File: src/common/acs_pkg.sv
// What this block does
// - reference choice from three-bit regulator field
// - conversion clock is system clock over 1..128
// - input sampled for exactly one conversion period
// - settling counted in conversion clocks; the bandgap wait is counted in system clocks
// - writing start bit begins one conversion
// - start bit reads one when result ready
// - twelve inputs: eleven pins plus one internal
// - internal bandgap offers 1.2, 2, 3, 4 volts
// - one channel per conversion, never combined
package acs_pkg;
  // register byte offsets
  localparam logic [7:0] OFS_CTRL     = 8'h00;
  localparam logic [7:0] OFS_REFCTL   = 8'h04;
  localparam logic [7:0] OFS_MODE     = 8'h08;
  localparam logic [7:0] OFS_RES_HI   = 8'h0c;
  localparam logic [7:0] OFS_RES_LO   = 8'h10;
  localparam logic [7:0] OFS_IRQ_STAT = 8'h14;
  localparam logic [7:0] OFS_IRQ_MASK = 8'h18;
  // field positions
  localparam int CTRL_EN_BIT      = 7;
  localparam int CTRL_GO_BIT      = 6;
  localparam int CH_W             = 4;
  localparam int REF_LSB          = 5;
  localparam int REF_W            = 3;
  localparam int BG_LSB           = 3;
  localparam int BG_W             = 2;
  localparam int QUARTER_BIT      = 2;
  localparam int DIV_W            = 3;
  localparam int MODE_SETTLED_BIT = 7;
  localparam int IRQ_DONE_BIT     = 0;
  localparam int IRQ_SETTLED_BIT  = 1;
  localparam int IRQ_W            = 2;
  localparam int RES_W            = 12;
  localparam int NUM_CH           = 12;
  localparam logic [3:0] CH_INTERNAL = 4'hb;
  // reset values
  localparam logic [7:0] CTRL_RST   = 8'h00;
  localparam logic [7:0] REFCTL_RST = 8'h00;
  localparam logic [7:0] MODE_RST   = 8'h00;
  localparam logic [1:0] MASK_RST   = 2'h0;
  // reference codes
  localparam logic [2:0] REF_SUPPLY  = 3'h0;
  localparam logic [2:0] REF_2V      = 3'h1;
  localparam logic [2:0] REF_3V      = 3'h2;
  localparam logic [2:0] REF_4V      = 3'h3;
  localparam logic [2:0] REF_BANDGAP = 3'h4;
  localparam logic [2:0] REF_EXT_PIN = 3'h5;
  // timing
  localparam int SETTLE_CYCLES   = 200;
  localparam int BG_SETTLE_MS    = 1;
  localparam int CLK_FREQ_KHZ    = 250000;
  localparam int BG_SETTLE_CYC   = BG_SETTLE_MS * CLK_FREQ_KHZ;
  localparam int CONV_PERIOD_NS  = 2000;

  typedef enum logic [1:0] {
    SAR_IDLE   = 2'b00,
    SAR_ALIGN  = 2'b01,
    SAR_SAMPLE = 2'b10,
    SAR_TRIAL  = 2'b11
  } acs_sar_state_t;

  // reserved reference codes fall back to the supply
  function automatic logic [2:0] acs_ref_decode(input logic [2:0] code);
    acs_ref_decode = (code > REF_EXT_PIN) ? REF_SUPPLY : code;
  endfunction : acs_ref_decode

  // codes 12..15 select nothing at all
  function automatic logic [NUM_CH-1:0] acs_ch_onehot(input logic [3:0] ch);
    acs_ch_onehot = (ch < 4'hc) ? (12'h001 << ch) : 12'h000;
  endfunction : acs_ch_onehot
endpackage : acs_pkg

File: src/common/acs_conv_if.sv
`timescale 1ns/1ns
interface acs_conv_if;
  logic        tick;
  logic        start;
  logic        enable;
  logic        comp_hi;
  logic        busy;
  logic        done;
  logic        sample;
  logic [11:0] result;
  logic [11:0] dac_code;
  modport ctrl (output tick, start, enable, comp_hi, input busy, done, sample, result, dac_code);
  modport core (input tick, start, enable, comp_hi, output busy, done, sample, result, dac_code);
endinterface : acs_conv_if

File: src/logic/acs_clk_div.sv
`timescale 1ns/1ns
module acs_clk_div #(
  parameter int DIV_W = 3
) (
  input  wire logic             ref_clk,
  input  wire logic             arst_n,
  input  wire logic             run,
  input  wire logic [DIV_W-1:0] div_sel,
  output logic                  tick
);
  localparam int CNT_W = (1 << DIV_W) - 1;
  if (DIV_W < 1 || DIV_W > 4) begin : g_bad_width
    $error("acs_clk_div: DIV_W out of range");
  end
  logic [CNT_W-1:0] cnt;
  wire  [CNT_W-1:0] last = CNT_W'((1 << div_sel) - 1);
  wire              wrap = (cnt >= last);
  // one pulse every 2**div_sel system clocks
  always_ff @(posedge ref_clk or negedge arst_n) begin
    if (!arst_n) begin
      cnt  <= '0;
      tick <= 1'b0;
    end else begin
      tick <= run & wrap;
      cnt  <= (!run || wrap) ? '0 : cnt + 1'b1;
    end
  end
endmodule : acs_clk_div

File: src/logic/acs_sar.sv
`timescale 1ns/1ns
module acs_sar #(
  parameter int RES_W = 12
) (
  input  wire logic ref_clk,
  input  wire logic arst_n,
  acs_conv_if.core  cif
);
  import acs_pkg::*;
  if (RES_W != 12) begin : g_bad_res
    $error("acs_sar: RES_W must match the 12-bit port");
  end
  acs_sar_state_t   state;
  logic [RES_W-1:0] trial;
  wire  [RES_W-1:0] kept = cif.comp_hi ? cif.dac_code : (cif.dac_code & ~trial);
  // one input held for one period, then one trial per period
  always_ff @(posedge ref_clk or negedge arst_n) begin
    if (!arst_n) begin
      state        <= SAR_IDLE;
      trial        <= '0;
      cif.busy     <= 1'b0;
      cif.done     <= 1'b0;
      cif.sample   <= 1'b0;
      cif.result   <= '0;
      cif.dac_code <= '0;
    end else begin
      cif.done <= 1'b0;
      if (!cif.enable) begin
        state      <= SAR_IDLE; // disabling aborts a conversion
        cif.busy   <= 1'b0;
        cif.sample <= 1'b0;
      end else begin
        unique case (state)
          SAR_IDLE: if (cif.start) begin
            state    <= SAR_ALIGN;
            cif.busy <= 1'b1;
          end
          SAR_ALIGN: if (cif.tick) begin
            state      <= SAR_SAMPLE;
            cif.sample <= 1'b1;
          end
          SAR_SAMPLE: if (cif.tick) begin
            state        <= SAR_TRIAL;
            cif.sample   <= 1'b0;
            trial        <= {1'b1, {(RES_W-1){1'b0}}};
            cif.dac_code <= {1'b1, {(RES_W-1){1'b0}}};
          end
          SAR_TRIAL: if (cif.tick) begin
            if (trial[0]) begin
              state        <= SAR_IDLE;
              cif.result   <= kept;
              cif.done     <= 1'b1;
              cif.busy     <= 1'b0;
              cif.dac_code <= '0;
            end else begin
              trial        <= trial >> 1;
              cif.dac_code <= kept | (trial >> 1);
            end
          end
        endcase
      end
    end
  end
endmodule : acs_sar

File: src/logic/acs_top.sv
`timescale 1ns/1ns
module acs_top #(
  parameter int BG_SETTLE = acs_pkg::BG_SETTLE_CYC
) (
  input  wire logic                        ref_clk,
  input  wire logic                        arst_n,
  input  wire logic                        wb_cyc_i,
  input  wire logic                        wb_stb_i,
  input  wire logic                        wb_we_i,
  input  wire logic [7:0]                  wb_adr_i,
  input  wire logic [3:0]                  wb_sel_i,
  input  wire logic [31:0]                 wb_dat_i,
  output logic      [31:0]                 wb_dat_o,
  output logic                             wb_ack_o,
  output logic                             irq_o,
  input  wire logic                        comp_hi_i,
  output logic                             conv_en_o,
  output logic      [acs_pkg::NUM_CH-1:0]  ch_sel_o,
  output logic                             int_src_quarter_o,
  output logic      [acs_pkg::BG_W-1:0]    bg_level_o,
  output logic      [acs_pkg::REF_W-1:0]   ref_sel_o,
  output logic                             fast_internal_oscillator_req_o,
  output logic                             sample_o,
  output logic      [acs_pkg::RES_W-1:0]   dac_code_o
);
  import acs_pkg::*;
  localparam int BG_CW = $clog2(BG_SETTLE + 1);
  if (BG_SETTLE < 1) begin : g_bad_settle
    $error("acs_top: BG_SETTLE must be at least one cycle");
  end

  acs_conv_if cif ();

  // register state
  logic             ctrl_en;
  logic [CH_W-1:0]  ctrl_ch;
  logic             done_flag;
  logic [REF_W-1:0] ref_field;
  logic [BG_W-1:0]  bg_lvl;
  logic             quarter;
  logic [DIV_W-1:0] div_sel;
  logic [7:0]       res_hi;
  logic [7:0]       res_lo;
  logic [IRQ_W-1:0] irq_stat;
  logic [IRQ_W-1:0] irq_mask;
  logic [7:0]       settle_cnt;
  logic [BG_CW-1:0] bg_cnt;
  logic             settled;
  logic             start_q;

  // wishbone decode; one wait state, ack registered
  wire       req      = wb_cyc_i & wb_stb_i & ~wb_ack_o;
  wire [7:0] word_adr = {wb_adr_i[7:2], 2'b00};
  wire       wr       = req & wb_we_i & wb_sel_i[0];
  wire       rd       = req & ~wb_we_i;
  wire [7:0] wd       = wb_dat_i[7:0];
  wire       wr_ctrl  = wr & (word_adr == OFS_CTRL);
  wire       wr_ref   = wr & (word_adr == OFS_REFCTL);
  wire       wr_mode  = wr & (word_adr == OFS_MODE);
  wire       wr_mask  = wr & (word_adr == OFS_IRQ_MASK);
  wire       rd_stat  = rd & (word_adr == OFS_IRQ_STAT);

  // start needs the enable bit in the same write, converter idle
  wire go = wr_ctrl & wd[CTRL_EN_BIT] & wd[CTRL_GO_BIT] & ~cif.busy & ~start_q;
  // busy covers the pending-start cycle too
  wire busy_any  = cif.busy | start_q;
  wire done_read = done_flag & ~busy_any;
  wire [7:0] rd_ctrl = {ctrl_en, done_read, 2'b00, ctrl_ch};
  wire [7:0] rd_ref  = {ref_field, bg_lvl, quarter, 2'b00};
  wire [7:0] rd_mode = {settled, 4'h0, div_sel};
  wire [7:0] rd_byte = (word_adr == OFS_CTRL)     ? rd_ctrl :
                       (word_adr == OFS_REFCTL)   ? rd_ref :
                       (word_adr == OFS_MODE)     ? rd_mode :
                       (word_adr == OFS_RES_HI)   ? res_hi :
                       (word_adr == OFS_RES_LO)   ? res_lo :
                       (word_adr == OFS_IRQ_STAT) ? {6'h00, irq_stat} :
                       (word_adr == OFS_IRQ_MASK) ? {6'h00, irq_mask} : 8'h00;

  // settling: any change of enable, channel or source restarts it
  wire ch_changed  = wr_ctrl & (wd[CH_W-1:0] != ctrl_ch);
  wire en_changed  = wr_ctrl & (wd[CTRL_EN_BIT] != ctrl_en);
  wire ref_changed = wr_ref & (wd[7:2] != rd_ref[7:2]);
  wire restart     = ~ctrl_en | ch_changed | en_changed | ref_changed;
  wire ref_is_bg   = (acs_ref_decode(ref_field) >= REF_2V) && (acs_ref_decode(ref_field) <= REF_BANDGAP);
  wire in_is_bg    = (ctrl_ch == CH_INTERNAL) & ~quarter;
  wire bg_used     = ref_is_bg | in_is_bg;
  wire clk_done    = (settle_cnt == 8'(SETTLE_CYCLES));
  wire time_done   = (bg_cnt == BG_CW'(BG_SETTLE));
  wire settled_now = ctrl_en & clk_done & (~bg_used | time_done);
  wire [IRQ_W-1:0] events;
  assign events[IRQ_DONE_BIT]    = cif.done;
  assign events[IRQ_SETTLED_BIT] = settled_now & ~settled;

  // bus answer
  always_ff @(posedge ref_clk or negedge arst_n) begin
    if (!arst_n) begin
      wb_ack_o <= 1'b0;
      wb_dat_o <= 32'h0000_0000;
    end else begin
      wb_ack_o <= req;
      wb_dat_o <= req ? {24'h00_0000, rd_byte} : 32'h0000_0000;
    end
  end

  // software-written fields; a zero write disables
  always_ff @(posedge ref_clk or negedge arst_n) begin
    if (!arst_n) begin
      ctrl_en   <= CTRL_RST[CTRL_EN_BIT];
      ctrl_ch   <= CTRL_RST[CH_W-1:0];
      ref_field <= REFCTL_RST[REF_LSB +: REF_W];
      bg_lvl    <= REFCTL_RST[BG_LSB +: BG_W];
      quarter   <= REFCTL_RST[QUARTER_BIT];
      div_sel   <= MODE_RST[DIV_W-1:0];
      irq_mask  <= MASK_RST;
    end else begin
      if (wr_ctrl) begin
        ctrl_en <= wd[CTRL_EN_BIT];
        ctrl_ch <= wd[CH_W-1:0];
      end
      if (wr_ref) begin
        ref_field <= wd[REF_LSB +: REF_W];
        bg_lvl    <= wd[BG_LSB +: BG_W];
        quarter   <= wd[QUARTER_BIT];
      end
      if (wr_mode) div_sel <= wd[DIV_W-1:0];
      if (wr_mask) irq_mask <= wd[IRQ_W-1:0];
    end
  end

  // done flag, results, sticky status; a set beats a clear
  always_ff @(posedge ref_clk or negedge arst_n) begin
    if (!arst_n) begin
      start_q   <= 1'b0;
      done_flag <= 1'b0;
      res_hi    <= 8'h00;
      res_lo    <= 8'h00;
      irq_stat  <= '0;
      irq_o     <= 1'b0;
    end else begin
      start_q   <= go;
      done_flag <= cif.done | (done_flag & ~go);
      if (cif.done) begin
        res_hi <= cif.result[RES_W-1:4];
        res_lo <= {cif.result[3:0], 4'h0};
      end
      irq_stat <= events | (rd_stat ? '0 : irq_stat);
      irq_o    <= |(irq_stat & irq_mask);
    end
  end

  // settle counters: clock part counts conversion ticks only
  always_ff @(posedge ref_clk or negedge arst_n) begin
    if (!arst_n) begin
      settle_cnt <= 8'h00;
      bg_cnt     <= '0;
      settled    <= 1'b0;
    end else begin
      if (restart) settle_cnt <= 8'h00;
      else if (cif.tick && !clk_done) settle_cnt <= settle_cnt + 8'h01;
      if (restart) bg_cnt <= '0;
      else if (!time_done) bg_cnt <= bg_cnt + 1'b1;
      settled <= settled_now;
    end
  end

  // analog-facing controls, all registered
  always_ff @(posedge ref_clk or negedge arst_n) begin
    if (!arst_n) begin
      conv_en_o                      <= 1'b0;
      ch_sel_o                       <= '0;
      int_src_quarter_o              <= 1'b0;
      bg_level_o                     <= '0;
      ref_sel_o                      <= REF_SUPPLY;
      fast_internal_oscillator_req_o <= 1'b0;
    end else begin
      conv_en_o                      <= ctrl_en;
      ch_sel_o                       <= ctrl_en ? acs_ch_onehot(ctrl_ch) : '0;
      int_src_quarter_o              <= quarter;
      bg_level_o                     <= bg_lvl;
      ref_sel_o                      <= acs_ref_decode(ref_field);
      fast_internal_oscillator_req_o <= ctrl_en & ref_is_bg;
    end
  end

  assign cif.enable  = ctrl_en;
  assign cif.start   = start_q;
  assign cif.comp_hi = comp_hi_i;
  assign sample_o    = cif.sample;
  assign dac_code_o  = cif.dac_code;

  acs_clk_div #(
    .DIV_W   (DIV_W)
  ) u_div (
    .ref_clk (ref_clk),
    .arst_n  (arst_n),
    .run     (ctrl_en),
    .div_sel (div_sel),
    .tick    (cif.tick)
  );

  acs_sar #(
    .RES_W   (RES_W)
  ) u_sar (
    .ref_clk (ref_clk),
    .arst_n  (arst_n),
    .cif     (cif.core)
  );

  // helpers: spacing of ticks and length of the sample window
  logic [8:0] tick_gap;
  logic [8:0] samp_len;
  logic       gap_valid;
  wire  [8:0] divisor = 9'(1 << div_sel);
  always_ff @(posedge ref_clk or negedge arst_n) begin
    if (!arst_n) begin
      tick_gap  <= 9'h000;
      samp_len  <= 9'h000;
      gap_valid <= 1'b0;
    end else begin
      tick_gap  <= cif.tick ? 9'h001 : tick_gap + 9'h001;
      gap_valid <= (cif.tick | gap_valid) & ctrl_en & ~wr_mode;
      samp_len  <= sample_o ? samp_len + 9'h001 : 9'h000;
    end
  end

  property p_tick_spacing;
    @(posedge ref_clk) disable iff (!arst_n)
      cif.tick && gap_valid && $stable(div_sel) |-> tick_gap == divisor;
  endproperty
  a_tick_spacing: assert property (p_tick_spacing) else $error("tick spacing differs from divisor");

  property p_sample_len;
    @(posedge ref_clk) disable iff (!arst_n)
      $fell(sample_o) && ctrl_en && $stable(div_sel) |-> samp_len == divisor;
  endproperty
  a_sample_len: assert property (p_sample_len) else $error("sample window not one period");

  property p_start_busy;
    @(posedge ref_clk) disable iff (!arst_n)
      go |=> ##1 cif.busy;
  endproperty
  a_start_busy: assert property (p_start_busy) else $error("start did not begin a conversion");

  property p_done_ready;
    @(posedge ref_clk) disable iff (!arst_n)
      cif.done |=> done_read && res_hi == $past(cif.result[RES_W-1:4]);
  endproperty
  a_done_ready: assert property (p_done_ready) else $error("done not shown after conversion");

  property p_left_justify;
    @(posedge ref_clk) disable iff (!arst_n)
      cif.done |=> res_lo == {$past(cif.result[3:0]), 4'h0};
  endproperty
  a_left_justify: assert property (p_left_justify) else $error("low byte not left-justified");

  property p_busy_zero;
    @(posedge ref_clk) disable iff (!arst_n)
      rd && word_adr == OFS_CTRL && busy_any |=> !wb_dat_o[CTRL_GO_BIT];
  endproperty
  a_busy_zero: assert property (p_busy_zero) else $error("start bit reads one while busy");

  property p_zero_disables;
    @(posedge ref_clk) disable iff (!arst_n)
      wr_ctrl && wd == 8'h00 |=> !ctrl_en ##1 !conv_en_o && ch_sel_o == '0;
  endproperty
  a_zero_disables: assert property (p_zero_disables) else $error("zero write did not disable");

  property p_one_channel;
    @(posedge ref_clk) disable iff (!arst_n)
      sample_o |-> $onehot(ch_sel_o);
  endproperty
  a_one_channel: assert property (p_one_channel) else $error("sampling without exactly one channel");

  property p_ref_decode;
    @(posedge ref_clk) disable iff (!arst_n)
      wr_ref |=> ##1 ref_sel_o == acs_ref_decode($past(wd[REF_LSB +: REF_W], 2));
  endproperty
  a_ref_decode: assert property (p_ref_decode) else $error("reference output wrong");

  property p_settle_clocks;
    @(posedge ref_clk) disable iff (!arst_n)
      $rose(settled) |-> settle_cnt == 8'(SETTLE_CYCLES) && (!bg_used || time_done);
  endproperty
  a_settle_clocks: assert property (p_settle_clocks) else $error("settled before 200 conversion clocks");
endmodule : acs_top

File: config.mk
export PLATFORM = sky130hd
export DESIGN_NAME = acs_top
export DESIGN_NICKNAME = d
export VERILOG_FILES = /design/src/common/acs_pkg.sv /design/src/common/acs_conv_if.sv /design/src/logic/acs_clk_div.sv /design/src/logic/acs_sar.sv /design/src/logic/acs_top.sv
export SDC_FILE = /design/constraint.sdc
export NUM_CORES = 1
export LEC_CHECK = 0
export BUFFER_PORTS_ARGS = -buffer_cell sky130_fd_sc_hd__buf_2
export CORE_MARGIN = 2
export CORE_UTILIZATION = 50
export CTS_CLUSTER_DIAMETER = 100
export DETAILED_ROUTE_END_ITERATION = 10
export PLACE_DENSITY = 0.73
export SYNTH_ARGS = -nofsm -noshare
export SYNTH_HDL_FRONTEND = slang
export SYNTH_SLANG_ARGS = --single-unit
export TNS_END_PERCENT = 5
File: constraint.sdc
create_clock -name ref_clk -period 6.7 [get_ports ref_clk]
set_clock_uncertainty 0.2 [all_clocks]
set_input_delay 0.67 -clock ref_clk [delete_from_list [all_inputs] [get_ports ref_clk]]
set_output_delay 0.67 -clock ref_clk [all_outputs]
set_load 0.03 [all_outputs]
Word level (Yosys, flattened, before mapping)
Cells that the tools add are included.
{"block": "totals", "regBits": 138, "out_inout_bits": 67, "wordCells": 179}
{"block": "classes", "add_sub_neg": 4, "n_lt_le_gt_ge": 5, "n_eq_ne": 26, "shifts": 2, "mux": 45, "bitwise": 47, "n_reduce_logical": 16}
{"op": "$mux 12", "n": 8}
{"op": "$mux 8", "n": 8}
{"op": "$pmux 12 s2", "n": 2}
{"op": "$mux 18", "n": 2}
{"op": "$and 1x1->1", "n": 25}
{"op": "$add 18x1->18 const B", "n": 1}
{"op": "$eq 18x18->1 const B", "n": 1}
{"op": "$eq 6x3->1 const B", "n": 3}
{"op": "$mux 2", "n": 9}
{"op": "$and 12x12->12", "n": 1}
{"op": "$eq 6x2->1 const B", "n": 2}
{"op": "$ne 3x3->1 const B", "n": 4}
{"op": "$not 12->12", "n": 1}
{"op": "$or 12x11->12", "n": 1}
{"op": "$reduce_and 4->1", "n": 3}
{"op": "$shl 1x4->12 const A", "n": 1}
{"op": "$mux 1", "n": 11}
{"op": "$not 1->1", "n": 10}
{"op": "$reduce_and 5->1", "n": 2}
{"op": "$add 8x1->8 const B", "n": 1}
{"op": "$eq 8x8->1 const B", "n": 1}
{"op": "$logic_not 8->1", "n": 1}
{"op": "$ne 2x2->1 const B", "n": 4}
{"op": "$pmux 2 s4", "n": 1}
{"op": "other kinds (30)", "n": 42}

Longest topological paths before layout
Gate-level depths: netlist (run 1).
{"block": "depth", "word_depth": 12, "ltp_mapped": 7, "mapped_depth_nobuf": 6}

Modules after synthesis
Synthesis (run 1) repeated with hierarchy kept, for this count alone.
{"block": "hier_totals", "cells_unflattened": 667, "area_unflattened_um2": 6915.4}
{"module": "acs_top", "n_inst": 1, "cells_each": 408, "area_per_inst_um2": 4391.7}
{"module": "acs_sar", "n_inst": 1, "cells_each": 203, "area_per_inst_um2": 1993.2}
{"module": "acs_clk_div", "n_inst": 1, "cells_each": 56, "area_per_inst_um2": 530.5}

Least setup slack after synthesis (run 1)
OpenSTA, ideal clock, no wires.
{"block": "synth_timing", "path_type": "input port to flip-flop", "from": "input port wb_adr_i[4]", "to": "register bg_cnt[16]", "setup_ps": 134, "arrival_ps": 2275, "required_ps": 6366, "path_slack_ps": 4091, "cell_stages": 6, "cell_sequence": "or4_4 -> buf_6 -> o41a_1 -> a41oi_4 -> buf_6 -> a211oi_1"}
{"block": "synth_via", "elab_chain_cells": 7, "word_cells_on_any_way": 12, "classes_between": "2 x eq/ne; 1 x mux; 8 x bitwise; 1 x reduce/logical"}
{"element": "start, declared", "line_no": "acs_top.sv:10", "rtl": "input wire logic [7:0] wb_adr_i,"}
{"element": "$logic_not 8->1", "line_no": "acs_top.sv:57", "rtl": "wire wr_ctrl = wr & (word_adr == OFS_CTRL);"}
{"element": "$and 1x1->1", "line_no": "acs_top.sv:57"}
{"element": "$and 1x1->1", "line_no": "acs_top.sv:80", "rtl": "wire ch_changed = wr_ctrl & (wd[CH_W-1:0] != ctrl_ch);"}
{"element": "$or 1x1->1 (2 in a row)", "line_no": "acs_top.sv:83", "rtl": "wire restart = ~ctrl_en | ch_changed | en_changed | ref_changed;"}
{"element": "$or 1x1->1 (*)", "line_no": "acs_top.sv:83"}
{"element": "$ne 2x2->1 (no line) or $mux 18 (tied branches)"}
{"element": "end signal, assigned", "line_no": "acs_top.sv:161", "rtl": "else if (!time_done) bg_cnt <= bg_cnt + 1'b1;"}
{"element": "end, declared", "line_no": "acs_top.sv:47", "rtl": "logic [BG_CW-1:0] bg_cnt;"}
Every way passes the cells marked *; elsewhere a longest branch is shown, timed or not.
A chain may end at the register's enable or synchronous reset.

Worst setup path in the final report (run 1)
{"block": "layout_timing", "from": "register wb_ack_o", "to": "register bg_cnt[13]"}
{"block": "layout_via", "elab_chain_cells": 10, "word_cells_on_any_way": 14, "classes_between": "1 x eq/ne; 1 x mux; 12 x bitwise"}
{"element": "start, declared", "line_no": "acs_top.sv:14", "rtl": "output logic wb_ack_o,"}
{"element": "start signal, assigned", "line_no": "acs_top.sv:100", "rtl": "wb_ack_o <= req;"}
{"element": "$not 1->1 (*)", "line_no": "acs_top.sv:52", "rtl": "wire req = wb_cyc_i & wb_stb_i & ~wb_ack_o;"}
{"element": "$and 1x1->1 (*)", "line_no": "acs_top.sv:52"}
{"element": "$and 1x1->1 (*) (2 in a row)", "line_no": "acs_top.sv:54", "rtl": "wire wr = req & wb_we_i & wb_sel_i[0];"}
{"element": "$and 1x1->1", "line_no": "acs_top.sv:57"}
{"element": "$and 1x1->1", "line_no": "acs_top.sv:80"}
{"element": "$or 1x1->1 (2 in a row)", "line_no": "acs_top.sv:83"}
{"element": "$or 1x1->1 (*)", "line_no": "acs_top.sv:83"}
{"element": "$ne 2x2->1 (no line) or $mux 18 (tied branches)"}
Marks and branches as above.

==> impl_metrics.json, run 1 <==
{
  "via_per_inst": 5.644,
  "hp-class": "input port to asynchronous set/reset pin",
  "hold_viol": 0,
  "synthArstFlopShare_pct": 100.0,
  "port_buffers": 63,
  "ys_seq_area_share_pct": 52.05,
  "power_density_nw_per_um2": 241.1,
  "grt_pass1_vias": 4621,
  "crit_required_ns": 6.75,
  "top_level_ports": 117,
  "syn_inst": 615,
  "cts_setup_buffers": 0,
  "placed_cell_area_um2": 6949,
  "synth.distinct_cells": 60,
  "place.gp.congestion": 0.8416,
  "critical_path_class": "register to register",
  "first_pass_iters": 5,
  "ff2ff_path_depth": 4,
  "worst_pin_slew_ns": 1.090,
  "diodes": 0,
  "post-route-period-util_pct": 45.45,
  "synth_edf_count": 0,
  "max_cap_violations": 0,
  "outcome": "complete, no violations",
  "drive_gt1_share_pct": 20.15,
  "cp-end-kind": "register",
  "cts.reportedPaths.clkPinSlew_ns": 0.06,
  "cts_tree": "done",
  "initial_core_util_pct": 50.71,
  "row_count": 42,
  "seq_area_um2": 3453,
  "synth_area_per_cell_um2": 10.79,
  "die_w_um": 119.2,
  "synth_area_um2": 6635,
  "fin_util_pct": 57.44,
  "finish.instance_area_um2": 7516,
  "numCtsBuffers": 17,
  "wl_per_cell_um": 16.23,
  "ant_nets": 0,
  "cts.sinks": 138,
  "ir_drop_mv": 0.1938,
  "die_area_um2": 14210,
  "cts-htree-levels": 4,
  "ff2ff_setup_slack_ns": 3.65,
  "crit_path_max_incr_delay_ns": 0.91,
  "critPathArrivalTime_ns": 3.09,
  "vias": 4831,
  "fin_tns_setup_ns": 0,
  "chipHeight_um": 119.2,
  "clock_latency_ns": 0.42,
  "fillerInstances": 1054,
  "cts_root_buf": "clkbuf_16",
  "drc_errors": 0,
  "leakage_nw": 3.483,
  "r2r-start": "wb_ack_o",
  "grt_usage_pct": 20.54,
  "grt_setup_unrepaired": "no",
  "worstReg2RegEnd": "bg_cnt[13]",
  "antenna_found_initial": 0,
  "maxSlewViolCount": 0,
  "clk_path_buf_depth": 2,
  "synthToLayoutAreaGrowth_pct": 13.28,
  "grt_first_pass_wirelength_mm": 23.03,
  "multi_input_area_um2": 2830,
  "path_delay_family": "simple AND/OR/NAND/NOR gates",
  "layout.nets": 734,
  "drt_iter0_markers": 381,
  "crit_slowest_cell": "o31a_1",
  "cts_resized": 0,
  "max-slew-margin-rel_pct": 26.69,
  "hpwl_mm": 9.377,
  "totalPowerFinal_mw": 1.812,
  "path_cells": "nand3b_1, nor4_4, o31a_1, nor3_1",
  "fmax_ghz": 0.3284,
  "ys.warnings.count": 0,
  "grt-ovfl-total": 0,
  "finalSetupViolations": 0,
  "critical_path_buf_inv_count": 0,
  "wl_mm": 13.89,
  "coreArea_um2": 13090,
  "ys_ff_latch": 138,
  "grt_max_degree": 72,
  "ys.flop_type": "dfrtp_1",
  "postCtsHoldBufs": 0,
  "min_period_ns": 3.045,
  "critPathMaxFanout": 26,
  "worst_setup_path_start_kind": "register"
}
## flip-flops by register name, indices dropped and copies added, names as in the netlist, 3 cells and up
name                flops
u_sar.cif.result       12
settle_cnt              8
u_sar.cif.dac_code     12
res_lo                  4
wb_dat_o                8
u_sar.trial            12
res_hi                  8
ref_field               3
ref_sel_o               3
u_div.cnt               7
div_sel                 3
bg_cnt                 18
ch_sel_o               12
ctrl_ch                 4
## metal layers
metal | routed length, um | track usage, % | vias to the layer above | share of wire, %
met5 | 0 | 0 | - | 0
met4 | 231 | 6.920 | 0 | 1.7
met3 | 818 | 5.460 | 22 | 5.9
met2 | 6676 | 33.01 | 177 | 48
met1 | 6164 | 27.12 | 2385 | 44
li1 | - | - | 2247 | -
## through the flow
step	hold WS, ns	cells	worst slack, ns
after detailed placement	0.2470	825	3.299
after global routing	0.07939	856	3.477
after floorplan	0.1487	638	4.091
final	0.03506	856	3.655
after CTS	0.07093	856	3.671
after global placement	0.2307	825	3.358
## power by group
group	leakage (nW)	internal (mW)	switching [mW]	total [mW]
clock network	0.278	0.554	0.333	0.888
registers	1.86	0.838	0.00614	0.844
logic	1.35	0.0181	0.0617	0.0799
total	3.48	1.41	0.401	1.81
## cells in the mapped netlist, drive strengths merged (2+ instances only)
library cell	instances	area share, %
dfrtp	138	52
nand2	38	2.1
nor3	35	2.6
buf	32	3.7
nor2	32	1.8
inv	29	1.6
mux2	27	4.6
o21ai	27	2.0
clkbuf	22	1.3
a22o	21	2.8
xor2	19	2.5
nand3	17	1.3
ha	16	3.0
a21oi	15	1.1
nor2b	15	1.4
xnor2	15	2.0
o31ai	14	1.6
a211oi	10	1.1
nand4	10	0.94
and3	8	0.75
nor4	8	1.2
nand3b	7	0.79
nand2b	6	0.57
a21o	5	0.58
or2	5	0.47
or4	5	0.62
and2	3	0.28
mux2i	3	0.45
or3	3	0.28
a32oi	2	0.26
and4	2	0.26
o211ai	2	0.23
o22ai	2	0.19
or3b	2	0.26
or4b	2	0.30
## worst reg2reg max path, delay by kind of cell, from the launching register on
kind	cells	cell delay, ns
simple gates	3	1.40
compound gates	1	0.92
flops	1	0.37
## area by class of cell
type                       instances  share of cell area [%]
clock buffer                      24                   6.676
clock inverter                     7                  0.8657
inverter                          29                   1.448
multi-input combinational        417                   37.66
sequential                       138                   45.95
tap                              176                   2.930
timing repair buffer              65                   4.478
## kinds of logic after synthesis
family | Yosys count | synth area share (%)
flops | 138 | 52.05
xor+xnor | 34 | 4.488
compound gates | 111 | 11.96
mux | 31 | 5.374
fa+ha+maj | 16 | 3.017
simple gates | 201 | 16.46
other cells | 1 | 0.05652
buf+inv | 83 | 6.600
## placed cells by master, fill, tap and decap left out, drive strengths merged, types with 2 or more instances in the layout
cell	netlist	layout
a211oi	10	10
a21o	5	5
a21oi	15	15
a22o	21	21
a32oi	2	2
and2	3	3
and3	8	8
and4	2	2
buf	32	65
clkbuf	22	24
clkinv	0	4
clkinvlp	0	2
conb	1	24
dfrtp	138	138
ha	16	16
inv	29	29
mux2	27	27
mux2i	3	3
nand2	38	38
nand2b	6	6
nand3	17	17
nand3b	7	7
nand4	10	10
nor2	32	32
nor2b	15	15
nor3	35	35
nor4	8	8
o211ai	2	2
o21ai	27	27
o22ai	2	2
o31ai	14	14
or2	5	5
or3	3	3
or3b	2	2
or4	5	5
or4b	2	2
xnor2	15	15
xor2	19	19
## worst max path at each step
stage	from	to	slack [ns]	cells after the start
after floorplan	wb_adr_i[4]	bg_cnt[16]	4.09	6
after global placement	wb_adr_i[4]	bg_cnt[0]	3.36	5
after detailed placement	wb_adr_i[4]	bg_cnt[10]	3.30	5
after CTS	wb_ack_o	settle_cnt[5]	3.67	4
after global routing	wb_ack_o	bg_cnt[11]	3.48	4
final	wb_ack_o	bg_cnt[13]	3.65	4
(Power assumes the default switching activity.)
==> run 2, diff against run 1 <==
Settings changed: PLACE_DENSITY 0.73 to 0.75.
Clock period 6.7 ns to 2.7 ns, I/O delays scaled along.
==> run 2 against run 1 <==
First-iteration DRC count rose by 12%; largest cell class unchanged; cell area rose by 3.0%; via count rose by 1.2%; highest routed layer unchanged; hold slack got worse by 0.011 ns; critical path type unchanged; critical endpoint is now u_sar.cif.dac_code[7]; die area did not move; worst setup slack got worse by 3.4 ns; largest power group unchanged.
==> impl_metrics.json, run 2 (synthesis results as in run 1) <==
{
  "outcome": "complete, no violations",
  "hold_viol": 0,
  "layout_common_cells": "dfrtp_1, buf_2, nand2_1",
  "die_area_um2": 14210,
  "cts.reportedPaths.clkPinSlew_ns": 0.06,
  "power_density_nw_per_um2": 595.7,
  "cts_resized": 0,
  "wl_per_cell_um": 16.24,
  "wl_mm": 14.24,
  "vias": 4887,
  "min_period_ns": 2.425,
  "drive_gt1_share_pct": 21.68,
  "coreArea_um2": 13090,
  "grt_usage_pct": 20.92,
  "first_pass_iters": 6,
  "layout_setup_ws_ns": 0.2752,
  "layout.nets": 754,
  "largest-register": "bg_cnt",
  "clock_latency_ns": 0.42,
  "critPathMaxFanout": 20,
  "postCtsHoldBufs": 8,
  "max-slew-margin-rel_pct": 9.840,
  "grt_pass1_vias": 4694,
  "via_per_inst": 5.572,
  "grt_setup_unrepaired": "no",
  "maxSlewViolCount": 0,
  "cts_setup_buffers": 0,
  "drt_iter0_markers": 428,
  "hpwl_mm": 9.735,
  "grt_max_degree": 48,
  "worst_setup_path_start_kind": "register",
  "max_cap_violations": 0,
  "diodes": 0,
  "whs_ns": 0.02408,
  "worst_pin_slew_ns": 1.347,
  "cp-end-kind": "register",
  "critPathArrivalTime_ns": 2.57,
  "ant_nets": 0,
  "leakage_nw": 3.584,
  "post-route-period-util_pct": 89.81,
  "drc_errors": 0,
  "cts.sinks": 138,
  "cts_root_buf": "clkbuf_16",
  "fin_tns_setup_ns": 0,
  "largest_register_ff_count": 18,
  "top_level_ports": 117,
  "die_w_um": 119.2,
  "numCtsBuffers": 17,
  "totalPowerFinal_mw": 4.612,
  "finalSetupViolations": 0,
  "critical_path_class": "register to register",
  "grt_first_pass_wirelength_mm": 23.60,
  "ir_drop_mv": 0.4642,
  "clk_path_buf_depth": 2,
  "fmax_ghz": 0.4124,
  "antenna_found_initial": 0,
  "layout_commonest_cell": "dfrtp_1",
  "chipHeight_um": 119.2,
  "synthToLayoutAreaGrowth_pct": 16.69,
  "row_count": 42,
  "place_ws_ns": 0.3321,
  "initial_core_util_pct": 50.71,
  "hp-class": "input port to register",
  "place.gp.congestion": 0.8903,
  "fillerInstances": 1041,
  "cts-htree-levels": 4,
  "grt-ovfl-total": 0,
  "cts_tree": "done",
  "crit_required_ns": 2.85,
  "port_buffers": 63
}
[run 2: worst paths after layout]
path,start,endpoint,slack (ns),cells after the start
setup / recovery,u_sar.state[0],u_sar.cif.dac_code[7],0.28,4
hold / removal,wb_dat_i[7],cif.enable,0.02,2
setup reg to reg,u_sar.state[0],u_sar.cif.dac_code[7],0.28,4
hold reg to reg,bg_lvl[1],bg_level_o[1],0.25,0
max in group asynchronous,arst_n,div_sel[0],1.49,3
min in group asynchronous,arst_n,ref_sel_o[1],0.12,2
[run 2: layout make-up]
type	count	area, um^2	share of cell area [%]
sequential	138	3453	44.60
timing repair buffer	85	531.8	6.868
tap	176	220.2	2.844
multi-input combinational	417	2830	36.55
clock inverter	13	145.1	1.875
clock buffer	19	452.9	5.850
inverter	29	108.9	1.406
[run 2: metal layers]
layer / share of wire, % / GRT usage, % / up-vias
li1: - / - / 2284
met3: 5.0 / 4.885 / 20
met4: 2.0 / 7.664 / 0
met2: 48 / 33.19 / 170
met1: 45 / 28.18 / 2413
met5: 0 / 0 / -
[run 2: power breakdown]
part	internal, mW	switching, mW
combinational	0.0608	0.159
sequential	2.08	0.0118
clock	1.41	0.890
[run 2: metrics by stage]
stage	instance area [um^2]	cells	util (%)
floorplan	6721	638	-
global placement	7064	837	53.99
detailed placement	7064	837	53.99
CTS	7742	877	59.17
global route	7742	877	59.17
finish	7742	877	59.17
[run 2: worst max-delay path, cell delays in order (launching register included)]
cell and delay [ns]:
dfrtp_1 0.40, ha_1 0.31, nand2b_1 0.13, nor2_1 1.02
a22o_1 0.30
